File: config.mk
export PLATFORM = sky130hd
export DESIGN_NAME = orm_overrange_flag_clock_out_mux
export DESIGN_NICKNAME = d
export VERILOG_FILES = /design/src/logic/orm_pkg.sv /design/src/logic/orm_overrange_flag_clock_out_mux.sv
export SDC_FILE = /design/constraint.sdc
export NUM_CORES = 1
export LEC_CHECK = 0
export ABC_AREA = 1
export BUFFER_PORTS_ARGS = -buffer_cell sky130_fd_sc_hd__buf_2
export CAP_MARGIN = 40
export CORE_ASPECT_RATIO = 1.25
export CORE_MARGIN = 1
export CORE_UTILIZATION = 45
export CTS_CLUSTER_SIZE = 10
export DETAILED_ROUTE_END_ITERATION = 10
export GPL_TIMING_DRIVEN = 0
export HOLD_SLACK_MARGIN = 0.06
export PLACE_DENSITY = 0.65
export SLEW_MARGIN = 20
export SYNTH_ARGS = -nofsm -noshare
export SYNTH_HDL_FRONTEND = slang
export SYNTH_SLANG_ARGS = --single-unit
export TNS_END_PERCENT = 10
File: constraint.sdc
create_clock -name i_clk -period 2 [get_ports i_clk]
set_input_delay 0.2 -clock i_clk [delete_from_list [all_inputs] [get_ports i_clk]]
set_output_delay 0.2 -clock i_clk [all_outputs]
set_load 0.005 [all_outputs]
File: src/logic/orm_pkg.sv
`default_nettype none
package orm_pkg;
  localparam int SAMPLE_W = 12;
  localparam int PULSE_W = 16;
  localparam int ADDR_W = 8;
  localparam int DATA_W = 32;
  localparam int NUM_CH_MAX = 4;

  localparam logic [ADDR_W-1:0] CTRL_OFFSET = 8'h00;
  localparam logic [ADDR_W-1:0] THRESH_OFFSET = 8'h04;
  localparam logic [ADDR_W-1:0] MIN_PULSE_OFFSET = 8'h08;
  localparam logic [ADDR_W-1:0] STATUS_OFFSET = 8'h0C;
  localparam logic [ADDR_W-1:0] IRQ_STAT_OFFSET = 8'h10;
  localparam logic [ADDR_W-1:0] IRQ_MASK_OFFSET = 8'h14;

  localparam int CTRL_OVR_BIT = 0;
  localparam int CTRL_SEL_C_LSB = 1;
  localparam int CTRL_SEL_D_LSB = 3;
  localparam int CTRL_CLK_DIS_BIT = 5;
  localparam int STATUS_STRAP_LSB = 4;
  localparam int STATUS_CLK_C_BIT = 6;
  localparam int STATUS_CLK_D_BIT = 7;

  localparam logic [5:0] CTRL_RESET = 6'h00;
  localparam logic [SAMPLE_W-1:0] THRESH_RESET = 12'hFFF;
  localparam logic [PULSE_W-1:0] MIN_PULSE_RESET = 16'h0001;

  localparam logic [1:0] CLK_SEL_OFF = 2'h0;
  localparam logic [1:0] CLK_SEL_DIV1 = 2'h1;
  localparam logic [1:0] CLK_SEL_DIV2 = 2'h2;
  localparam logic [1:0] CLK_SEL_DIV4 = 2'h3;
endpackage
`default_nettype wire

File: src/logic/orm_overrange_flag_clock_out_mux.sv
// Contract
// RULE_01: Each of channels A, B and C raises its range flag whenever its input exceeds the range threshold.
// RULE_02: A raised range flag stays high at least the programmed minimum pulse length, even for a short excursion.
// RULE_03: The channel B range flag exists only in four- and two-channel variants and stays low otherwise.
// RULE_04: Only the four-channel variant produces a channel C range flag.
// RULE_05: The channel C pin carries a divided reference clock when the select enables it and synth enable is high.
// RULE_06: With select zero or the clock output disabled by register, the channel C pin carries the channel C flag.
// RULE_07: Select 0x1 gives the undivided reference copy, 0x2 the copy divided by two, 0x3 divided by four.
// RULE_08: The clock appears on channel C from power-up when synth enable is high, power-down low and select nonzero.
// RULE_09: Power-down high stops the reference output and the clock outputs on the channel C and D pins.
// RULE_10: A clock appears on the channel D pin only while a clock is output on the channel C pin.
// RULE_11: A range flag falls only once the input is back within threshold and the minimum pulse count has elapsed.
//
// Added by the designer: register access over Avalon-MM and the register offsets.
`timescale 1ns/1ps
`default_nettype none
module orm_overrange_flag_clock_out_mux #(
  parameter int NUM_CHAN = 4
) (
  input wire logic i_clk,
  input wire logic i_arst_n,
  input wire logic [orm_pkg::NUM_CH_MAX-1:0][orm_pkg::SAMPLE_W-1:0] i_chan_magnitude,
  input wire logic [1:0] i_clock_out_select,
  input wire logic i_synth_en,
  input wire logic i_power_down_pin,
  input wire logic [orm_pkg::ADDR_W-1:0] i_avs_address,
  input wire logic i_avs_read,
  input wire logic i_avs_write,
  input wire logic [orm_pkg::DATA_W-1:0] i_avs_writedata,
  input wire logic [3:0] i_avs_byteenable,
  output logic [orm_pkg::DATA_W-1:0] o_avs_readdata,
  output logic o_avs_waitrequest,
  output logic o_range_flag_chan_a,
  output logic o_range_flag_chan_b,
  output logic o_range_flag_chan_c,
  output logic o_range_flag_chan_d,
  output logic o_synth_ref_clock_out,
  output logic o_irq
);
  import orm_pkg::*;

  logic [5:0] ctrl_reg;
  logic [SAMPLE_W-1:0] thresh_reg;
  logic [PULSE_W-1:0] min_pulse_reg;
  logic [NUM_CH_MAX-1:0] irq_stat_reg;
  logic [NUM_CH_MAX-1:0] irq_mask_reg;
  logic [NUM_CH_MAX-1:0] flag_reg;
  logic [NUM_CH_MAX-1:0] flag_prev_reg;
  logic [PULSE_W-1:0] cnt_reg [NUM_CH_MAX];
  logic [1:0] strap_reg;
  logic strap_taken_reg;
  logic wait_reg;
  logic [DATA_W-1:0] rdata_reg;
  logic [2:0] div_reg;
  logic out_c_reg;
  logic out_d_reg;
  logic ref_out_reg;
  logic irq_reg;
  logic clk_c_on_reg;
  logic clk_d_on_reg;

  logic [NUM_CH_MAX-1:0] chan_present;
  logic [NUM_CH_MAX-1:0] exceed;
  logic [PULSE_W-1:0] min_eff;
  logic [1:0] sel_c;
  logic [1:0] sel_d;
  logic synth_active;
  logic clk_c_on;
  logic clk_d_on;
  logic bus_take;
  logic wr_take;

  function automatic logic pick_clock(input logic [1:0] sel, input logic [2:0] div);
    unique case (sel)
      CLK_SEL_OFF: pick_clock = 1'b0;
      CLK_SEL_DIV1: pick_clock = div[0];
      CLK_SEL_DIV2: pick_clock = div[1];
      CLK_SEL_DIV4: pick_clock = div[2];
    endcase
  endfunction

  // A zero minimum is treated as one cycle so that every excursion is seen by the host.
  assign min_eff = (min_pulse_reg == '0) ? PULSE_W'(1) : min_pulse_reg;

  // Channel B needs two channels, channels C and D need the four-channel variant.
  assign chan_present[0] = 1'b1;
  assign chan_present[1] = (NUM_CHAN >= 2); // [RULE_03]
  assign chan_present[2] = (NUM_CHAN >= 4); // [RULE_04]
  assign chan_present[3] = (NUM_CHAN >= 4);

  genvar g;
  generate
    for (g = 0; g < NUM_CH_MAX; g++) begin : g_chan
      assign exceed[g] = chan_present[g] && (i_chan_magnitude[g] > thresh_reg); // [RULE_01]

      always_ff @(posedge i_clk or negedge i_arst_n) begin
        if (!i_arst_n) begin
          flag_reg[g] <= 1'b0;
          cnt_reg[g] <= '0;
        end else if (exceed[g]) begin
          flag_reg[g] <= 1'b1; // [RULE_01]
          cnt_reg[g] <= min_eff; // [RULE_02]
        end else if (cnt_reg[g] > PULSE_W'(1)) begin
          cnt_reg[g] <= cnt_reg[g] - PULSE_W'(1); // [RULE_02]
        end else begin
          flag_reg[g] <= 1'b0; // [RULE_11]
          cnt_reg[g] <= '0;
        end
      end
    end
  endgenerate

  always_ff @(posedge i_clk or negedge i_arst_n) begin
    if (!i_arst_n) begin
      flag_prev_reg <= '0;
    end else begin
      flag_prev_reg <= flag_reg;
    end
  end

  // The strap is caught once, on the first edge after reset release.
  always_ff @(posedge i_clk or negedge i_arst_n) begin
    if (!i_arst_n) begin
      strap_reg <= CLK_SEL_OFF;
      strap_taken_reg <= 1'b0;
    end else if (!strap_taken_reg) begin
      strap_reg <= i_clock_out_select;
      strap_taken_reg <= 1'b1;
    end
  end

  // The register override replaces the strap; with the strap the D pin only offers the undivided copy.
  assign sel_c = ctrl_reg[CTRL_OVR_BIT] ? ctrl_reg[CTRL_SEL_C_LSB +: 2] : strap_reg;
  assign sel_d = ctrl_reg[CTRL_OVR_BIT] ? ctrl_reg[CTRL_SEL_D_LSB +: 2] :
                 ((strap_reg != CLK_SEL_OFF) ? CLK_SEL_DIV1 : CLK_SEL_OFF);
  assign synth_active = i_synth_en && !i_power_down_pin; // [RULE_09]
  assign clk_c_on = synth_active && strap_taken_reg && (sel_c != CLK_SEL_OFF)
                    && !ctrl_reg[CTRL_CLK_DIS_BIT]; // [RULE_05] [RULE_06] [RULE_08]
  assign clk_d_on = clk_c_on && (sel_d != CLK_SEL_OFF); // [RULE_10]

  // The reference copy is a divided version of the core clock, so it can leave through ordinary flops.
  always_ff @(posedge i_clk or negedge i_arst_n) begin
    if (!i_arst_n) begin
      div_reg <= 3'h0;
    end else if (synth_active) begin
      div_reg <= div_reg + 3'h1;
    end else begin
      div_reg <= 3'h0; // [RULE_09]
    end
  end

  always_ff @(posedge i_clk or negedge i_arst_n) begin
    if (!i_arst_n) begin
      ref_out_reg <= 1'b0;
    end else begin
      ref_out_reg <= synth_active && div_reg[0]; // [RULE_09]
    end
  end

  always_ff @(posedge i_clk or negedge i_arst_n) begin
    if (!i_arst_n) begin
      out_c_reg <= 1'b0;
      out_d_reg <= 1'b0;
      clk_c_on_reg <= 1'b0;
      clk_d_on_reg <= 1'b0;
    end else begin
      clk_c_on_reg <= clk_c_on;
      clk_d_on_reg <= clk_d_on;
      out_c_reg <= clk_c_on ? pick_clock(sel_c, div_reg) : flag_reg[2]; // [RULE_05] [RULE_06] [RULE_07]
      out_d_reg <= clk_d_on ? pick_clock(sel_d, div_reg) : flag_reg[3]; // [RULE_10]
    end
  end

  // One wait state per access keeps decode and read data fully registered.
  assign bus_take = (i_avs_read || i_avs_write) && !wait_reg;
  assign wr_take = i_avs_write && !wait_reg;

  always_ff @(posedge i_clk or negedge i_arst_n) begin
    if (!i_arst_n) begin
      wait_reg <= 1'b1;
    end else begin
      wait_reg <= !((i_avs_read || i_avs_write) && wait_reg);
    end
  end

  always_ff @(posedge i_clk or negedge i_arst_n) begin
    if (!i_arst_n) begin
      rdata_reg <= '0;
    end else if (i_avs_read && wait_reg) begin
      unique case (i_avs_address)
        CTRL_OFFSET: rdata_reg <= DATA_W'(ctrl_reg);
        THRESH_OFFSET: rdata_reg <= DATA_W'(thresh_reg);
        MIN_PULSE_OFFSET: rdata_reg <= DATA_W'(min_pulse_reg);
        STATUS_OFFSET: rdata_reg <= DATA_W'({clk_d_on_reg, clk_c_on_reg, strap_reg, flag_reg});
        IRQ_STAT_OFFSET: rdata_reg <= DATA_W'(irq_stat_reg);
        IRQ_MASK_OFFSET: rdata_reg <= DATA_W'(irq_mask_reg);
        default: rdata_reg <= '0;
      endcase
    end
  end

  always_ff @(posedge i_clk or negedge i_arst_n) begin
    if (!i_arst_n) begin
      ctrl_reg <= CTRL_RESET;
      thresh_reg <= THRESH_RESET;
      min_pulse_reg <= MIN_PULSE_RESET;
      irq_mask_reg <= '0;
    end else if (wr_take) begin
      if (i_avs_address == CTRL_OFFSET && i_avs_byteenable[0]) begin
        ctrl_reg <= i_avs_writedata[5:0];
      end
      if (i_avs_address == THRESH_OFFSET) begin
        if (i_avs_byteenable[0]) thresh_reg[7:0] <= i_avs_writedata[7:0];
        if (i_avs_byteenable[1]) thresh_reg[11:8] <= i_avs_writedata[11:8];
      end
      if (i_avs_address == MIN_PULSE_OFFSET) begin
        if (i_avs_byteenable[0]) min_pulse_reg[7:0] <= i_avs_writedata[7:0];
        if (i_avs_byteenable[1]) min_pulse_reg[15:8] <= i_avs_writedata[15:8];
      end
      if (i_avs_address == IRQ_MASK_OFFSET && i_avs_byteenable[0]) begin
        irq_mask_reg <= i_avs_writedata[NUM_CH_MAX-1:0];
      end
    end
  end

  // A rising flag in the same cycle as a write-one-to-clear keeps its status bit.
  always_ff @(posedge i_clk or negedge i_arst_n) begin
    if (!i_arst_n) begin
      irq_stat_reg <= '0;
    end else begin
      for (int i = 0; i < NUM_CH_MAX; i++) begin
        if (flag_reg[i] && !flag_prev_reg[i]) begin
          irq_stat_reg[i] <= 1'b1;
        end else if (wr_take && i_avs_address == IRQ_STAT_OFFSET && i_avs_byteenable[0]
                     && i_avs_writedata[i]) begin
          irq_stat_reg[i] <= 1'b0;
        end
      end
    end
  end

  always_ff @(posedge i_clk or negedge i_arst_n) begin
    if (!i_arst_n) begin
      irq_reg <= 1'b0;
    end else begin
      irq_reg <= |(irq_stat_reg & irq_mask_reg);
    end
  end

  assign o_avs_waitrequest = wait_reg;
  assign o_avs_readdata = rdata_reg;
  assign o_range_flag_chan_a = flag_reg[0];
  assign o_range_flag_chan_b = flag_reg[1];
  assign o_range_flag_chan_c = out_c_reg;
  assign o_range_flag_chan_d = out_d_reg;
  assign o_synth_ref_clock_out = ref_out_reg;
  assign o_irq = irq_reg;

  flag_rise_a: assert property (@(posedge i_clk) disable iff (!i_arst_n) // [RULE_01]
    (i_chan_magnitude[0] > thresh_reg) |=> o_range_flag_chan_a)
    else $error("Channel A flag missed an exceedance.");

  min_pulse_a: assert property (@(posedge i_clk) disable iff (!i_arst_n) // [RULE_02]
    ($rose(flag_reg[0]) && min_eff >= PULSE_W'(3) && $stable(min_pulse_reg)) |-> flag_reg[0] [*3])
    else $error("Channel A flag shorter than minimum pulse.");

  chan_b_absent_a: assert property (@(posedge i_clk) disable iff (!i_arst_n) // [RULE_03]
    (NUM_CHAN < 2) |-> !o_range_flag_chan_b)
    else $error("Channel B flag driven in single-channel variant.");

  chan_c_absent_a: assert property (@(posedge i_clk) disable iff (!i_arst_n) // [RULE_04]
    ((NUM_CHAN < 4) && !clk_c_on) |=> !o_range_flag_chan_c)
    else $error("Channel C flag driven outside four-channel variant.");

  clock_select_a: assert property (@(posedge i_clk) disable iff (!i_arst_n) // [RULE_07]
    (clk_c_on && sel_c == CLK_SEL_DIV4) |=> (o_range_flag_chan_c == $past(div_reg[2])))
    else $error("Channel C clock divider mismatch.");

  flag_path_c_a: assert property (@(posedge i_clk) disable iff (!i_arst_n) // [RULE_06]
    !clk_c_on |=> (o_range_flag_chan_c == $past(flag_reg[2])))
    else $error("Channel C pin not carrying its flag.");

  power_down_a: assert property (@(posedge i_clk) disable iff (!i_arst_n) // [RULE_09]
    i_power_down_pin |=> (!o_synth_ref_clock_out && !clk_c_on_reg && !clk_d_on_reg))
    else $error("Clock still running under power down.");

  d_needs_c_a: assert property (@(posedge i_clk) disable iff (!i_arst_n) // [RULE_10]
    clk_d_on_reg |-> clk_c_on_reg)
    else $error("Channel D clock without channel C clock.");

  flag_release_a: assert property (@(posedge i_clk) disable iff (!i_arst_n) // [RULE_11]
    (flag_reg[0] && cnt_reg[0] > PULSE_W'(1)) |=> flag_reg[0])
    else $error("Channel A flag dropped before count elapsed.");

  strap_clock_a: assert property (@(posedge i_clk) disable iff (!i_arst_n) // [RULE_08]
    (strap_taken_reg && !ctrl_reg[CTRL_OVR_BIT] && !ctrl_reg[CTRL_CLK_DIS_BIT] && i_synth_en
     && !i_power_down_pin && strap_reg != CLK_SEL_OFF) |=> clk_c_on_reg)
    else $error("Strap-selected clock did not start.");

  bus_answer_a: assert property (@(posedge i_clk) disable iff (!i_arst_n)
    ((i_avs_read || i_avs_write) && o_avs_waitrequest) |=> !o_avs_waitrequest)
    else $error("Bus access not answered within one cycle.");

  irq_level_a: assert property (@(posedge i_clk) disable iff (!i_arst_n)
    |(irq_stat_reg & irq_mask_reg) |=> o_irq)
    else $error("Interrupt not raised for unmasked status.");

  irq_quiet_a: assert property (@(posedge i_clk) disable iff (!i_arst_n)
    ((irq_stat_reg & irq_mask_reg) == '0) |=> !o_irq)
    else $error("Interrupt raised with no unmasked status.");

  bus_release_a: assert property (@(posedge i_clk) disable iff (!i_arst_n)
    bus_take |=> o_avs_waitrequest)
    else $error("Wait request not restored after an access.");

  flag_b_rise_a: assert property (@(posedge i_clk) disable iff (!i_arst_n) // [RULE_01]
    ((NUM_CHAN >= 2) && (i_chan_magnitude[1] > thresh_reg)) |=> o_range_flag_chan_b)
    else $error("Channel B flag missed an exceedance.");

  flag_c_rise_a: assert property (@(posedge i_clk) disable iff (!i_arst_n) // [RULE_01]
    ((NUM_CHAN >= 4) && (i_chan_magnitude[2] > thresh_reg)) |=> flag_reg[2])
    else $error("Channel C flag missed an exceedance.");

  flag_b_hold_a: assert property (@(posedge i_clk) disable iff (!i_arst_n) // [RULE_02]
    ($rose(flag_reg[1]) && min_eff >= PULSE_W'(2) && $stable(min_pulse_reg)) |-> flag_reg[1] [*2])
    else $error("Channel B flag shorter than minimum pulse.");

  flag_quiet_a: assert property (@(posedge i_clk) disable iff (!i_arst_n) // [RULE_11]
    (!flag_reg[0] && !exceed[0]) |=> !flag_reg[0])
    else $error("Channel A flag rose without an exceedance.");

  clock_div1_a: assert property (@(posedge i_clk) disable iff (!i_arst_n) // [RULE_07]
    (clk_c_on && sel_c == CLK_SEL_DIV1) |=> (o_range_flag_chan_c == $past(div_reg[0])))
    else $error("Channel C undivided copy mismatch.");

  clock_div2_a: assert property (@(posedge i_clk) disable iff (!i_arst_n) // [RULE_07]
    (clk_c_on && sel_c == CLK_SEL_DIV2) |=> (o_range_flag_chan_c == $past(div_reg[1])))
    else $error("Channel C divide-by-two copy mismatch.");

  clock_disable_a: assert property (@(posedge i_clk) disable iff (!i_arst_n) // [RULE_06]
    ctrl_reg[CTRL_CLK_DIS_BIT] |=> !clk_c_on_reg)
    else $error("Channel C clock running while disabled by register.");

  ref_stop_a: assert property (@(posedge i_clk) disable iff (!i_arst_n) // [RULE_09]
    !synth_active |=> (div_reg == 3'h0 && !o_synth_ref_clock_out))
    else $error("Reference divider running while synthesizer inactive.");

  d_flag_path_a: assert property (@(posedge i_clk) disable iff (!i_arst_n) // [RULE_10]
    !clk_d_on |=> (o_range_flag_chan_d == $past(flag_reg[3])))
    else $error("Channel D pin not carrying its flag.");

  strap_hold_a: assert property (@(posedge i_clk) disable iff (!i_arst_n) // [RULE_08]
    strap_taken_reg |=> $stable(strap_reg))
    else $error("Clock-out strap changed after capture.");
endmodule
`default_nettype wire

==> out/metrics.yaml <==
die_x_um: 132
rr_worst_depth: 12
power.density_nw_per_um2: 955
start_util: 0.458
routabilityCongestion: 0.876
hold_path_end: "div_reg[1]$_DFF_PN0_"
final_area_um2: 11800
clock-sinks: 143
synthArstFlopShare: 1.00
hold_viol_final: 0
cp.required_ps: 2330
antenna_found_initial: 0
drtPass1Iterations: 5
hold_depth: 4
wl_per_cell_um: 14.7
seqPwrFrac: 0.396
clock_latency_ps: 440
cts_tree: "built"
fmaxAchievable_mhz: 490
p_leak_nw: 6.30
cts_buffers: 17
drtIter0Drc: 429
period_share: 1.02
rsz0062_at_grt: "true"
place_hpwl_um: 19500
outcome: "finished, violations left"
peakVddDrop_mv: 0.637
setup_violations: 27
worstHoldStart: "i_power_down_pin"
fin_nets: 1665
critPathArrivalTime_ps: 2370
gr-total-overflow: 0
drc_errors: 0
grt_usage: 0.257
r2r_start: "thresh_reg[5]$_DFFE_PN1P_"
h-tree-depth: 4
cts.clk_slew.worst_paths_ps: 70
yosysWarnings: 0
die_h_um: 165
min_period_ps: 2040
ys_seq_elements: 143
endpoint_kind: "register"
swShare: 0.390
die_area_um2: 21800
place_area_um2: 10500
vias: 8852
drt-total-wl_um: 26400
start_kind: "register"
syn_to_final_growth_pct: 24.1
vias_per_cell: 4.93
cts-root-buf: "clkbuf_16"
intPower_mw: 6.89
syn_inst: 1327
drive_above_1_share: 0.214
cts.path.max_buffers: 2
worst_pin_slew_ps: 675
synth_ff_type: "dfrtp_1"
crit_type: "reg -> reg"
portBuffers: 104
min_path_type: "in -> reg"
worst_clock_skew_ps: 11.2
slew_violations: 0
ys_seq_area_frac: 0.377
grt_max_degree: 91
synth.distinct_cells: 36
slew_headroom: 0.550
pin_count: 139
dp_cells: 1721
r2r_end: "cnt_reg[34]$_DFF_PN0_"
violations: "negative setup slack"
p_total_mw: 11.3
r2r_slack_ps: -40
diodes: 0
p_switching_mw: 4.41
avgSynthCellArea_um2: 7.19
largest_register_ffs: 64
clkPwrFrac: 0.270
core_um2: 20800
rows: 59
setup_ws_ps: -42.5
grt_pass1_wl_um: 43200
max_cap_violations: 0
power_frac_comb: 0.334
final_util: 0.568
cp_max_fo: 6
fill_cells: 2020
final_cells: 1795
synth_edf_count: 0
synth_area_um2: 9540
ant_nets: 0
grt_pass1_vias: 8578
==> critical path, cell delays in order (launching register included) <==
cell        delay, ps
dfstp_2           560
clkinvlp_4        100
buf_12            150
ha_4              270
nand2_4            50
nor2_4            110
and2_4            170
nand2_4            50
nand3_4           110
nand2_4           100
buf_6             150
nand2_1            50
nand2_1            40
==> layer usage <==
metal  vias up  share of wire  track usage
met1      4079           0.41        0.301
li1       4511              -            -
met4         0          0.033        0.107
met2       212           0.51        0.470
met5         -              0            0
met3        50          0.048       0.0378
==> cell families (layout without fill, tap and decap cells) <==
group	Yosys count	after routing	share of synthesized area
simple gates	811	812	0.374
compound gates	110	110	0.0614
fa+ha+maj	57	57	0.0748
flops	143	143	0.377
buf+inv	179	357	0.0888
xor+xnor	25	25	0.0230
other cells	2	17	0.000787
==> synthesized netlist by cell type, drive strengths merged, types with 5 or more instances <==
master	count	area, um^2
nand2	467	1850
nor2	192	830
inv	137	514
nand3	136	768
dfrtp	129	3230
o21ai	62	318
ha	57	713
a21oi	35	175
buf	35	307
xnor2	18	158
dfstp	14	368
clkbuf	7	26.3
xor2	7	61.3
nand4	5	31.3
==> cells in the final DEF (no fill, tap or decap), types with 4 or more instances in the layout <==
master,n
xor2_1,7
a21o_1,4
nand3_2,8
dfstp_2,14
clkbuf_16,17
buf_12,4
ha_4,4
conb_1,17
dfrtp_1,129
o31ai_1,4
inv_2,4
nand3_4,8
nand4_1,5
nor2_1,160
buf_4,24
nand2_4,10
nor2_4,12
buf_6,21
nand2_2,33
nand2_1,422
inv_1,132
dlygate4sd3_1,21
xnor2_1,18
a21oi_1,35
buf_2,106
o21ai_1,7
or2_2,4
ha_1,53
nand3_1,120
o21ai_0,52
nor2_2,19
inv_6,9
o22ai_1,4
==> repair_timing <==
action / in CTS / in global routing
hold buffers: 21 / 0
setup buffers: 14 / 1
pin swaps: 30 / 6
hold endpoints to repair: 84 / 0
cloned: 6 / 0
endpoints found under the setup margin: 60 / 68
resized for setup: 77 / 14
==> power by group through the flow <==
stage / logic (mW) / registers, mW / clock network, mW
2_1_floorplan: 2.80 / 4.30 / 0
3_3_place_gp: 3.47 / 4.49 / 0
3_5_place_dp: 3.55 / 4.50 / 0
4_1_cts: 3.73 / 4.46 / 3.10
5_1_grt: 4.43 / 4.58 / 3.22
6_report: 3.78 / 4.47 / 3.05
==> worst max-delay path by stage <==
| stage | start | to | slack (ps) | cells past startpoint |
|---|---|---|---|---|
| 3_5_place_dp | thresh_reg[5]$_DFFE_PN1P_ | flag_reg[2]$_DFFE_PN0P_ | -200 | 10 |
| 4_1_cts | thresh_reg[5]$_DFFE_PN1P_ | cnt_reg[36]$_DFF_PN0_ | -40 | 12 |
| 2_1_floorplan | thresh_reg[11]$_DFFE_PN1P_ | cnt_reg[18]$_DFF_PN0_ | 200 | 11 |
| 3_3_place_gp | i_arst_n | div_reg[0]$_DFF_PN0_ | -1430 | 1 |
| 6_report | thresh_reg[5]$_DFFE_PN1P_ | cnt_reg[34]$_DFF_PN0_ | -40 | 12 |
| 5_1_grt | thresh_reg[1]$_DFFE_PN1P_ | o_range_flag_chan_b$_DFFE_PN0P_ | -140 | 11 |
==> metrics by stage <==
step                setup TNS (ps)  hold slack [ps]  worst slack [ps]
detailed placement           -4230              158              -197
global placement           -194310              373             -1430
floorplan                        0            -95.6               204
CTS                           -615             99.1             -36.9
finish                        -530             95.4             -42.5
global route                 -6150              118              -139
==> final cells by class <==
cell class	instances	area [um^2]	area share
Sequential cell	143	3600	0.304
Buffer	42	373	0.0315
Tap cell	274	343	0.0290
Clock buffer	17	425	0.0359
Inverter	137	518	0.0438
Clock inverter	15	135	0.0114
Timing Repair Buffer	146	1020	0.0859
Multi-Input combinational cell	1021	5430	0.459
(Power assumes the default switching activity.)
